### src/logic/igf_pkg.sv
package igf_pkg;

    localparam int unsigned IGF_PINS = 16;
    localparam int unsigned IGF_CELLS_DEF = 256;
    localparam int unsigned IGF_CELLS_A = 128;
    localparam int unsigned IGF_CELLS_B = 256;
    localparam int unsigned IGF_CELLS_C = 384;
    localparam int unsigned IGF_CELLS_D = 512;

    localparam logic [IGF_PINS-1:0] IGF_EN_RST = 16'h0000;
    localparam logic [IGF_PINS-1:0] IGF_LVL_RST = 16'h0000;
    localparam logic IGF_RAIL_EN_RST = 1'h0;
    localparam logic IGF_BIT_RST = 1'h0;

    typedef logic [IGF_PINS-1:0] igf_vec_t;

    // Forwarded pass-through pins toward other chips
    typedef struct packed {
        igf_vec_t lvl;
        igf_vec_t oe_n;
        igf_vec_t keep;
    } igf_fwd_s;

    // Per-pin participation enables and one shared rail enable
    typedef struct packed {
        igf_vec_t part_en;
        logic rail_en;
    } igf_cfg_s;

    function automatic logic igf_has_gate(input int unsigned cells);
        return (cells == IGF_CELLS_A) || (cells == IGF_CELLS_B) ||
               (cells == IGF_CELLS_C) || (cells == IGF_CELLS_D);
    endfunction

endpackage

### src/logic/igf_gate_cell.sv
`timescale 1ns/100ps
module igf_gate_cell
    import igf_pkg::*;
(
    // Clock and reset
    input wire logic sys_clk_i,
    input wire logic arst_n_i,
    // Pad and control
    input wire logic pin_i,
    input wire logic part_en_i,
    input wire logic rail_i,
    input wire logic fwd_oe_n_i,
    // Core and forward side
    output logic core_o,
    output logic fwd_lvl_o,
    output logic fwd_oe_n_o,
    output logic keep_o
);

    logic hold_r;
    logic hold_nxt;
    logic keep_r;
    logic keep_nxt;
    logic gated;

    // Block only when this pin takes part and the rail is up
    assign gated = rail_i & part_en_i;

    // Freeze path is a mux, no extra stage on the gated path
    assign core_o = gated ? hold_r : pin_i;
    assign fwd_lvl_o = core_o;
    assign fwd_oe_n_o = fwd_oe_n_i;
    assign keep_o = fwd_oe_n_i ? keep_r : fwd_lvl_o;

    always_comb begin
        hold_nxt = gated ? hold_r : pin_i;
        keep_nxt = fwd_oe_n_i ? keep_r : fwd_lvl_o;
    end

    always_ff @(posedge sys_clk_i or negedge arst_n_i) begin
        if (!arst_n_i) begin
            hold_r <= IGF_BIT_RST;
            keep_r <= IGF_BIT_RST;
        end else begin
            hold_r <= hold_nxt;
            keep_r <= keep_nxt;
        end
    end

endmodule

### src/logic/igf_input_gate.sv
`timescale 1ns/100ps
module igf_input_gate
    import igf_pkg::*;
#(
    parameter int unsigned CELLS = IGF_CELLS_DEF
)
(
    // Clock and reset
    input wire logic sys_clk_i,
    input wire logic arst_n_i,
    // Input pads
    input wire igf_vec_t pin_i,
    // Configuration
    input wire igf_cfg_s cfg_i,
    // Designated logic cell output
    input wire logic rail_cell_i,
    // Other tri-state conditions on forwarded pins
    input wire igf_vec_t fwd_oe_n_i,
    // Core side
    output igf_vec_t core_o,
    output logic rail_o,
    output igf_vec_t gated_o,
    // Forwarded pins
    output igf_fwd_s fwd_o
);

    localparam logic GATE_AVAIL = igf_has_gate(CELLS);

    igf_vec_t part_en_r;
    igf_vec_t part_en_nxt;
    logic rail_en_r;
    logic rail_en_nxt;
    logic rail;

    // Configuration is held from reset so pins pass until enabled
    always_comb begin
        part_en_nxt = cfg_i.part_en;
        rail_en_nxt = cfg_i.rail_en & GATE_AVAIL;
    end

    always_ff @(posedge sys_clk_i or negedge arst_n_i) begin
        if (!arst_n_i) begin
            part_en_r <= IGF_EN_RST;
            rail_en_r <= IGF_RAIL_EN_RST;
        end else begin
            part_en_r <= part_en_nxt;
            rail_en_r <= rail_en_nxt;
        end
    end

    // Rail follows the designated cell with no register in between
    assign rail = GATE_AVAIL & rail_en_r & rail_cell_i;
    assign rail_o = rail;
    assign gated_o = rail ? part_en_r : IGF_EN_RST;

    // One gate cell per pad
    for (genvar i = 0; i < IGF_PINS; i++) begin : g_pin
        igf_gate_cell u_cell (
            .sys_clk_i (sys_clk_i),
            .arst_n_i (arst_n_i),
            .pin_i (pin_i[i]),
            .part_en_i (part_en_r[i]),
            .rail_i (rail),
            .fwd_oe_n_i (fwd_oe_n_i[i]),
            .core_o (core_o[i]),
            .fwd_lvl_o (fwd_o.lvl[i]),
            .fwd_oe_n_o (fwd_o.oe_n[i]),
            .keep_o (fwd_o.keep[i])
        );
    end

    // Per-pin checks
    for (genvar j = 0; j < IGF_PINS; j++) begin : g_chk

    end
endmodule

### config.mk
export PLATFORM = sky130hd
export DESIGN_NAME = igf_input_gate
export DESIGN_NICKNAME = d
export VERILOG_FILES = /design/src/logic/igf_pkg.sv /design/src/logic/igf_gate_cell.sv /design/src/logic/igf_input_gate.sv
export SDC_FILE = /design/constraint.sdc
export NUM_CORES = 1
export LEC_CHECK = 0
export ABC_AREA = 1
export BUFFER_PORTS_ARGS = -buffer_cell sky130_fd_sc_hd__buf_2
export CAP_MARGIN = 40
export CELL_PAD_IN_SITES_DETAIL_PLACEMENT = 1
export CELL_PAD_IN_SITES_GLOBAL_PLACEMENT = 2
export CORE_MARGIN = 3
export CORE_UTILIZATION = 25
export CTS_BUF_LIST = sky130_fd_sc_hd__clkbuf_8 sky130_fd_sc_hd__clkbuf_16
export DETAILED_ROUTE_END_ITERATION = 6
export GPL_TIMING_DRIVEN = 1
export PLACE_DENSITY = 0.91
export REMOVE_ABC_BUFFERS = 1
export SYNTH_ARGS = -nofsm -noshare
export SYNTH_HDL_FRONTEND = slang
export SYNTH_HIERARCHICAL = 1
export SYNTH_SLANG_ARGS = --single-unit
### constraint.sdc
create_clock -name sys_clk_i -period 2.4 [get_ports sys_clk_i]
set_input_delay 0.24 -clock sys_clk_i [delete_from_list [all_inputs] [get_ports sys_clk_i]]
set_output_delay 0.24 -clock sys_clk_i [all_outputs]
set_load 0.05 [all_outputs]
==> summary.md, run 1 <==
| Metric | Value |
|---|---|
| Reg2reg end | g_pin[14].u_cell/keep_r$_DFF_PN0_ |
| Dpl hpwl | 4909 µm |
| RSZ-0062 raised after global routing | no |
| Pleak | 1.837 nW |
| Fin util | 33.92% |
| CP Buf/Inv Count | 3 |
| Final Setup Violations | 0 |
| Yosys top cell area share | 52.94% |
| NetSw | 0.0007772 W |
| PwrDens | 670.1 nW/µm² |
| Post-CTS setup buffers | 0 |
| Initial Utilization | 26.17% |
| Arrival @ worst endpoint | 1600 ps |
| Share of cells above drive strength 1 | 39.64% |
| Area Overhead vs Synth | 29.61% |
| Worst vdd ir | 0.2084 mV |
| Post-DR vias/cell | 4.036 |
| Clock Power Share | 22.0% |
| Total track usage | 11.32% |
| Final hold violations | 0 |
| Slowest CP cell | dfrtp_1 |
| 1st-pass router iterations | 4 |
| Cell taking the most area after synthesis | dfrtp_1 |
| Cts hold-fix bufs | 0 |
| CP max stage delay | 350 ps |
| Logic pwr share | 32.7% |
| Skew-Pair Late Insertion Delay | 290 ps |
| Die area | 10,460 µm² |
| R2R Setup Slk | 1230 ps |
| Area contributors post-synth | dfrtp_1 53%, inv_1 11%, buf_4 10% |
| CTS tree | done |
| Die width | 102.3 µm |
| Drt drc | 0 |
| Crit. End Element | primary output |
| Via count | 1,994 |
| CTS sink count | 49 |
| Post-Syn Instances | 276 |
| Root buf cell | clkbuf_8 |
| Cts bufs inserted | 5 |
| Number of global-route vias before repair | 2,005 |
| Final WL | 5933 µm |
| Worst setup SP type | register |
| Aggregate global routing overflow | 0 |
| Syn Area/Cell | 8.391 µm² |
| Core ar. | 8848 µm² |
| # rows | 34 |
| Nets | 439 |
| YS warnings | 6 |
| DP Area | 2928 µm² |
| FF-to-FF Start | rail_en_r$_DFF_PN0_ |
| Cell mode on critical path | nand2_1 |
| Die H | 102.3 µm |
| Netlist Area Pre-Place | 2316 µm² |
| I/O Buffers | 132 |
| Family with the most delay on the worst path | buffers and inverters |
| R2R depth | 7 |
| Final instance area | 3002 µm² |
| Initial antenna violation count | 0 |
| Peak Freq | 0.5445 GHz |
| Switch share | 38.64% |
| Hold Crit Class | in2async |
| Clk slew on worst S/H paths | 80 ps |
| Antenna cells | 0 |
| H-tree levels | 2 |
| Placer Congestion | 0.7834 |
| CTS resizes | 0 |
| Crit Path Category | reg2out |
| Max_slew headroom | 49.46% |
| CP Cell Sequence | nand2_2 > inv_1 > buf_4 > nand2_1 > nand2_1 > and2_1 > buf_2 |
| Number of distinct library cells after synthesis | 11 |
| Final Skew | 3.446 ps |
| Detail Route Antenna Nets | 0 |
| FF+latch count, synth | 49 |
| Max-cap check violation count | 0 |
| First-pass GRT wire length | 9342 µm |
| Final period util | 76.52% |
| Outcome | completed |
| Worst Tran Pin Value | 758.2 ps |
| Worst Path Max Fanout | 18 |
| Fin. max-slew vios | 0 |
| IO Count | 133 |
| Drt wl/cell | 12.01 µm |
| Register area share after synthesis | 52.94% |
| Fin crit period | 1836 ps |
| Pwr Total | 0.002011 W |
| CTS max path bufs | 2 |
| Pin count of the biggest net entering global routing | 34 |
| Required time of the critical path | 2160 ps |
| Reg power frac | 45.3% |
| P_int | 0.001234 W |
| Drt first-iter violations | 22 |
[power groups by stage]
stage          sequential [W]  clock, W  combinational, W
2_1_floorplan        0.000922         0          0.000408
3_3_place_gp         0.000924         0          0.000658
3_5_place_dp         0.000929         0          0.000668
4_1_cts              0.000912  0.000483          0.000670
5_1_grt              0.000918  0.000510          0.000706
6_report             0.000911  0.000443          0.000658
[stage by stage]
stage | setup TNS (ps) | worst slack (ps) | hold WS [ps] | std cells
2_1_floorplan | -7536 | -167.5 | -55.59 | 243
3_3_place_gp | 0 | 913.1 | 345.4 | 488
3_5_place_dp | 0 | 856.1 | 349.8 | 488
4_1_cts | 0 | 522.2 | 31.54 | 494
5_1_grt | 0 | 368.9 | 28.00 | 494
6_report | 0 | 563.5 | 12.70 | 494
[metal layers]
layer / GRT usage (%) / vias up / part of all wire [%]
li1: - / 990 / -
met1: 12.93 / 920 / 39
met2: 20.94 / 80 / 53
met3: 3.072 / 4 / 7.3
met4: 2.624 / 0 / 0.44
met5: 0 / - / 0
[worst register-to-register path, stage by stage, from the launching register on]
cell and delay (ps):
dfrtp_1 380, nand2_2 70, inv_1 50, buf_4 190, nand2_1 90, nand2_1 60
nand3_1 90, nand2_1 110
[final cells by class]
| cell class | count | area, µm² |
|---|---|---|
| Inverter | 65 | 244.0 |
| Timing Repair Buffer | 137 | 728.2 |
| Fill cell | 1124 | 5847 |
| Clock inverter | 1 | 5.005 |
| Multi-Input combinational cell | 129 | 594.3 |
| Clock buffer | 5 | 68.82 |
| Tap cell | 108 | 135.1 |
| Sequential cell | 49 | 1226 |
[placed cells by master, fill, tap and decap left out, drive strengths merged]
cell type    n
and2        16
buf        137
clkbuf       5
clkinv       1
dfrtp       49
inv         65
nand2       65
nand3       32
nor2        16
[cell families (layout without fill, tap and decap cells)]
kind of cell  Yosys count  in the layout  share of synthesized area (%)
buf+inv                98            208                          21.39
simple gates          129            129                          25.66
flops                  49             49                          52.94
[synth_stat cells, drive strengths merged]
cell / instances
nand2: 65
nand3: 32
and2: 16
buf: 33
dfrtp: 49
inv: 65
nor2: 16
[registers in the layout (all words and copies together) (netlist names)]
register	flops
rail_en_r	1
g_pin.u_cell/keep_r	16
g_pin.u_cell/hold_r	16
part_en_r	16
[worst max-delay path by stage]
stage          cells past startpoint           startpoint  slack (ps)        end
3_3_place_gp                       8          rail_cell_i         910  fwd_o[47]
3_5_place_dp                       7  rail_en_r$_DFF_PN0_         860  core_o[5]
5_1_grt                            8  rail_en_r$_DFF_PN0_         370   fwd_o[9]
6_report                           7  rail_en_r$_DFF_PN0_         560  core_o[5]
4_1_cts                            7  rail_en_r$_DFF_PN0_         520  core_o[5]
2_1_floorplan                      5  rail_en_r$_DFF_PN0_        -170  core_o[0]
Note: power is estimated with default switching activity, not from simulation.
==> run 2, diff against run 1 <==
--- a/config.mk
+++ b/config.mk
@@ -5,17 +5,17 @@
 export SDC_FILE = /design/constraint.sdc
 export NUM_CORES = 1
 export LEC_CHECK = 0
-export ABC_AREA = 1
+export ABC_AREA = 0
 export BUFFER_PORTS_ARGS = -buffer_cell sky130_fd_sc_hd__buf_2
 export CAP_MARGIN = 40
 export CELL_PAD_IN_SITES_DETAIL_PLACEMENT = 1
 export CELL_PAD_IN_SITES_GLOBAL_PLACEMENT = 2
 export CORE_MARGIN = 3
-export CORE_UTILIZATION = 25
+export CORE_UTILIZATION = 23
 export CTS_BUF_LIST = sky130_fd_sc_hd__clkbuf_8 sky130_fd_sc_hd__clkbuf_16
 export DETAILED_ROUTE_END_ITERATION = 6
 export GPL_TIMING_DRIVEN = 1
-export PLACE_DENSITY = 0.91
+export PLACE_DENSITY = 0.82
 export REMOVE_ABC_BUFFERS = 1
 export SYNTH_ARGS = -nofsm -noshare
 export SYNTH_HDL_FRONTEND = slang
==> constraint.sdc (replaced) <==
create_clock -name sys_clk_i -period 1.53 [get_ports sys_clk_i]
set_input_delay 0.153 -clock sys_clk_i [delete_from_list [all_inputs] [get_ports sys_clk_i]]
set_output_delay 0.153 -clock sys_clk_i [all_outputs]
set_load 0.05 [all_outputs]
==> run 2 against run 1 <==
The run now ends with setup timing left. Combinational power rose by 100%. Wire length grew 24%. Die area increased by 5.4%. Critical path depth decreased by 2. Worst hold slack better by 110 ps. Power rose by 84%. Sequential power is 58% higher. Via count rose by 0.40%. Setup slack worse by 860 ps. Non-clock buffer count is 31 higher. Synthesized cell count down 35%. Largest cell class is now buffers. Largest power group unchanged.
==> summary.md, run 2 <==
| Metric | Value |
|---|---|
| Outcome | complete, but fails checks |
| Violated checks | setup timing |
| Worst Path Max Fanout | 11 |
| Pwr Total | 0.003703 W |
| Die H | 105.0 µm |
| Cell mode on critical path | buf_6 |
| Cell taking the most area after synthesis | dfrtp_1 |
| Worst vdd ir | 0.4120 mV |
| Met2 Usage GRT | 25.30% |
| Post-synth top cells | 49 x dfrtp_1, 33 x buf_4 |
| Aggregate global routing overflow | 0 |
| Via count | 2,002 |
| Area contributors post-synth | dfrtp_1 54%, buf_4 11%, mux2_2 8.0% |
| Die width | 105.0 µm |
| Share of cells above drive strength 1 | 55.90% |
| Final period util | 119.5% |
| IO Count | 133 |
| H-tree levels | 2 |
| Post-Syn Instances | 180 |
| YS warnings | 6 |
| Fin. max-slew vios | 0 |
| Async set or reset register ratio after synthesis | 100.0% |
| PwrDens | 988.2 nW/µm² |
| Biggest regs | g_pin.u_cell/hold_r (16), g_pin.u_cell/keep_r (16), part_en_r (16) |
| Nets | 373 |
| Hold Crit Class | in2reg |
| Netlist Area Pre-Place | 2252 µm² |
| Die area | 11,020 µm² |
| Pin count of the biggest net entering global routing | 50 |
| Initial antenna violation count | 0 |
| Area Overhead vs Synth | 66.39% |
| Register area share after synthesis | 54.44% |
| Crit. End Element | primary output |
| Met3 Resource Use GR | 3.521% |
| Root buf cell | clkbuf_8 |
| Final Skew | 15.45 ps |
| M1 GR Usage | 15.38% |
| CTS max path bufs | 2 |
| Worst setup SP type | register |
| # rows | 35 |
| Number of global-route vias before repair | 2,369 |
| Pleak | 1.924 nW |
| Syn Area/Cell | 12.51 µm² |
| CP max stage delay | 400 ps |
| Initial Utilization | 24.03% |
| Post-DR vias/cell | 4.439 |
| Skew-Pair Late Insertion Delay | 300 ps |
| Clk slew on worst S/H paths | 100 ps |
| Fin util | 39.99% |
| Setup TNS | -12,840 ps |
| Detail Route Antenna Nets | 0 |
| RSZ-0062 raised after global routing | yes |
| Core ar. | 9371 µm² |
| Yosys top cell area share | 54.44% |
| GR peak layer | met2 |
| Final hold violations | 0 |
| Drt wl/cell | 16.31 µm |
| Most common cell in the netlist | dfrtp_1 |
| Arrival @ worst endpoint | 1680 ps |
| I/O Buffers | 132 |
| Total track usage | 13.51% |
| Post-synth EDFFs | 0 |
| FF+latch count, synth | 49 |
| FF+latch area | 1226 µm² |
| Commonest non-fill, non-tap cell in the layout | buf_2 |
| Cts bufs inserted | 5 |
| Post-synth top flop | dfrtp_1 |
| CP Cell Sequence | and2_4 > buf_6 > and4b_1 > a221o_1 > buf_6 |
| Dpl hpwl | 4755 µm |
| Number of distinct library cells after synthesis | 10 |
| Max_slew headroom | 81.87% |
| Crit Path Category | reg2out |
| Final Setup Violations | 51 |
| Required time of the critical path | 1380 ps |
| Placer Congestion | 0.6942 |
| CTS tree | done |
| Multi-input gate area | 849.6 µm² |
| Max-cap check violation count | 0 |
| Worst Tran Pin Value | 271.9 ps |
| First-pass GRT wire length | 11,950 µm |
| CTS sink count | 49 |
| Slowest CP cell | dfrtp_1 |
| 1st-pass router iterations | 4 |
| Most frequent cells in the layout | 68 x buf_2, 50 x buf_6, 49 x dfrtp_1, 18 x dlygate4sd3_1 |
| Final WL | 7356 µm |
| Peak Freq | 0.5467 GHz |
| Fin crit period | 1829 ps |
| Antenna cells | 0 |
| Drt drc | 0 |
| Drt first-iter violations | 49 |
| Fill cell total of the finished layout | 1,066 |
| Smallest setup slack after layout | -299.0 ps |
## run 2: changes by cell type in the layout (fill, tap and decap cells not counted), moves of 18 or more
cell           before  now
buf_6               0   50
nand2_1            64   10
inv_1              65    1
buf_2             130   68
dlygate4sd3_1       0   18
nand3_1            32    0
## run 2: final timing paths
kind,depth (start not counted),end,slack (ps),startpoint
max,5,fwd_o[6],-300,rail_en_r$_DFF_PN0_
min,2,g_pin[15].u_cell/hold_r$_DFF_PN0_,120,pin_i[15]
max reg2reg,7,g_pin[12].u_cell/keep_r$_DFF_PN0_,-130,rail_en_r$_DFF_PN0_
min reg2reg,1,g_pin[1].u_cell/keep_r$_DFF_PN0_,540,g_pin[1].u_cell/keep_r$_DFF_PN0_
max in group asynchronous,3,g_pin[12].u_cell/hold_r$_DFF_PN0_,910,arst_n_i
min in group asynchronous,3,g_pin[14].u_cell/hold_r$_DFF_PN0_,370,arst_n_i
## run 2: worst max-delay path: cells and delay by family, from the launching register on
family / cells / cell delay, ps
AO/OA/AOI/OAI: 1 / 300
buffers and inverters: 2 / 320
flip-flops: 1 / 400
AND/OR/NAND/NOR: 2 / 360
## run 2: cells by family after synthesis
group	synth area share [%]
compound gates	7.111
buf+inv	11.50
flops	54.44
simple gates	18.94
mux	8.000
## run 2: timing repair
item,4_1_cts,5_1_grt
setup endpoints to repair,48,67
endpoints found under the hold margin,66,0
pin swaps,7,0
buffers inserted,7,3
gates resized for setup,128,20
hold buffers,18,0
cloned,1,0
## run 2: stage by stage
stage	worst slack, ps	cells	hold slack (ps)	area [µm²]
2_1_floorplan	-781.4	146	-142.6	1993
3_3_place_gp	-20.62	415	161.9	2900
3_5_place_dp	-58.32	415	165.8	2900
4_1_cts	-314.1	449	109.9	3677
5_1_grt	-381.0	451	114.5	3747
6_report	-299.0	451	122.6	3747
## run 2: area by class of cell
class / count / share of cell area, %
repair buffers: 168 / 37.33
clock buffers: 5 / 1.836
flip-flops and latches: 49 / 32.72
well taps: 129 / 4.307
clock inverters: 3 / 1.135
multi-input cells: 97 / 22.67
## run 2: power by group
| group | switching, W | internal [W] | leakage [nW] |
|---|---|---|---|
| clock | 0.000454 | 0.000485 | 0.0595 |
| sequential | 0.0000470 | 0.00139 | 0.580 |
| combinational | 0.000813 | 0.000512 | 1.28 |
| total | 0.00131 | 0.00239 | 1.92 |
## run 2: routing by layer
metal	wire [µm]	part of all wire [%]	up-vias
li1	-	-	908
met1	2823	38	1006
met2	4016	55	80
met3	457	6.2	8
met4	58	0.79	0
met5	0	0	-
==> run 3, diff against run 2 <==
--- a/config.mk
+++ b/config.mk
@@ -16,6 +16,7 @@
 export DETAILED_ROUTE_END_ITERATION = 6
 export GPL_TIMING_DRIVEN = 1
 export PLACE_DENSITY = 0.82
+export RECOVER_POWER = 100
 export REMOVE_ABC_BUFFERS = 1
 export SYNTH_ARGS = -nofsm -noshare
 export SYNTH_HDL_FRONTEND = slang
==> run 3 against run 2 <==
The flow still finishes with violations (setup timing). Design area fell by 0.87%. Register-to-register slack about the same. Worst hold slack gained 0.74 ps. Sequential share of layout area is 0.29 points higher. Clock-buffer cell count stayed put. Via count about the same. Die area is the same. Setup slack barely moved. Non-clock buffer count is the same. Critical path depth did not move. Critical endpoint unchanged. Largest power group unchanged. Highest routed layer unchanged.
==> summary.md, run 3 (same netlist as run 2, synthesis figures left out) <==
| Metric | Value |
|---|---|
| IO Count | 133 |
| Most frequent cells in the layout | 51 x buf_2, 50 x buf_6, 49 x dfrtp_1, 18 x dlygate4sd3_1 |
| Post-Layout Cell Count | 451 |
| Dpl hpwl | 4755 µm |
| Drt drc | 0 |
| Post-DR vias/cell | 4.437 |
| PwrDens | 994.0 nW/µm² |
| Worst Tran Pin Value | 691.2 ps |
| Die area | 11,020 µm² |
| Cell mode on critical path | buf_6 |
| CP max stage delay | 400 ps |
| Antenna cells | 0 |
| Final Skew | 15.37 ps |
| Die H | 105.0 µm |
| Max_slew headroom | 53.92% |
| CP Buf/Inv Count | 2 |
| CTS sink count | 49 |
| Fill cell total of the finished layout | 1,076 |
| CP Cell Sequence | and2_4 > buf_6 > and4b_1 > a221o_1 > buf_6 |
| Smallest setup slack after layout | -298.8 ps |
| Detail Route Antenna Nets | 0 |
| Root buf cell | clkbuf_8 |
| Pleak | 1.875 nW |
| Die width | 105.0 µm |
| # rows | 35 |
| Cts bufs inserted | 5 |
| CTS max path bufs | 2 |
| DP Area | 2900 µm² |
| Placed Instances | 415 |
| Fin crit period | 1829 ps |
| Nets | 373 |
| Final hold violations | 0 |
| Outcome | complete, but fails checks |
| I/O Buffers | 132 |
| Area Overhead vs Synth | 64.94% |
| Max-cap check violation count | 0 |
| Required time of the critical path | 1380 ps |
| Fin util | 39.64% |
| Hold Crit Class | in2reg |
| Clk slew on worst S/H paths | 100 ps |
| Crit. End Element | primary output |
| 1st-pass router iterations | 4 |
| H-tree levels | 2 |
| Placer Congestion | 0.6942 |
| Worst setup SP type | register |
| Commonest non-fill, non-tap cell in the layout | buf_2 |
| Aggregate global routing overflow | 0 |
| Biggest regs | g_pin.u_cell/hold_r (16), g_pin.u_cell/keep_r (16), part_en_r (16) |
| RSZ-0062 raised after global routing | yes |
| Pin count of the biggest net entering global routing | 50 |
| Number of global-route vias before repair | 2,369 |
| Slowest CP cell | dfrtp_1 |
| Fin. max-slew vios | 0 |
| Core ar. | 9371 µm² |
| Arrival @ worst endpoint | 1680 ps |
| Drt first-iter violations | 41 |
| Worst vdd ir | 0.4118 mV |
| Via count | 2,001 |
| Total track usage | 13.51% |
| Initial Utilization | 24.03% |
| Final WL | 7369 µm |
| Peak Freq | 0.5468 GHz |
| Final instance area | 3715 µm² |
| Initial antenna violation count | 0 |
| Worst Path Max Fanout | 11 |
| Final period util | 119.5% |
| Pre-CTS setup slack | -58.32 ps |
| Drt wl/cell | 16.34 µm |
| Family with the most delay on the worst path | flip-flops |
| Violated checks | setup timing |
| First-pass GRT wire length | 11,950 µm |
| Share of cells above drive strength 1 | 50.93% |
| Pwr Total | 0.003692 W |
| Skew-Pair Late Insertion Delay | 300 ps |
| Final Setup Violations | 51 |
| CTS tree | done |
| Crit Path Category | reg2out |
-- run 3: changes by cell type in the layout (fill, tap and decap cells not counted), sizes merged --
| cell | delta |
|---|---|
| clkbuf | +18 |
| buf | -18 |
-- run 3: worst paths after layout --
kind | end | slack [ps] | from | depth (start not counted)
worst max-delay path | fwd_o[6] | -300 | rail_en_r$_DFF_PN0_ | 5
min in group asynchronous | g_pin[14].u_cell/hold_r$_DFF_PN0_ | 540 | arst_n_i | 3
worst min-delay path | g_pin[15].u_cell/hold_r$_DFF_PN0_ | 120 | pin_i[15] | 2
worst max register to register | g_pin[12].u_cell/keep_r$_DFF_PN0_ | -130 | rail_en_r$_DFF_PN0_ | 7
worst min register to register | g_pin[1].u_cell/keep_r$_DFF_PN0_ | 540 | g_pin[1].u_cell/keep_r$_DFF_PN0_ | 1
max in group asynchronous | g_pin[12].u_cell/hold_r$_DFF_PN0_ | 510 | arst_n_i | 3
-- run 3: through the flow --
step           hold WS [ps]  setup TNS, ps
2_1_floorplan        -142.6         -60130
3_3_place_gp          161.9         -195.1
3_5_place_dp          165.8          -1147
4_1_cts               109.9         -13190
5_1_grt               114.5         -16560
6_report              123.3         -12820
-- run 3: timing repair --
| action | CTS | global route |
|---|---|---|
| hold endpoints to repair | 66 | 0 |
| resized for setup | 128 | 20 |
| pin swaps | 7 | 0 |
| cloned | 1 | 0 |
| endpoints found under the setup margin | 48 | 67 |
| buffers inserted | 7 | 3 |
| hold buffers | 18 | 0 |
-- run 3: power by group --
part,internal (W),total (W),switching (W)
registers,0.00139,0.00144,0.0000468
clock network,0.000485,0.000939,0.000454
logic,0.000501,0.00131,0.000812
-- run 3: final cells by class --
| class | count | area (µm²) | share of cell area (%) |
|---|---|---|---|
| sequential | 49 | 1226 | 33.01 |
| clock buffer | 5 | 68.82 | 1.852 |
| tap | 129 | 161.4 | 4.345 |
| timing repair buffer | 168 | 1366 | 36.78 |
| clock inverter | 3 | 42.54 | 1.145 |
| multi-input combinational | 97 | 849.6 | 22.87 |
-- run 3: layer usage --
layer	share of wire [%]	global-route usage, %	wire [µm]	up-vias
met5	0	0	0	-
met2	54	25.30	4016	80
li1	-	-	-	908
met3	6.1	3.521	446	8
met1	39	15.38	2844	1005
met4	0.83	2.718	61	0
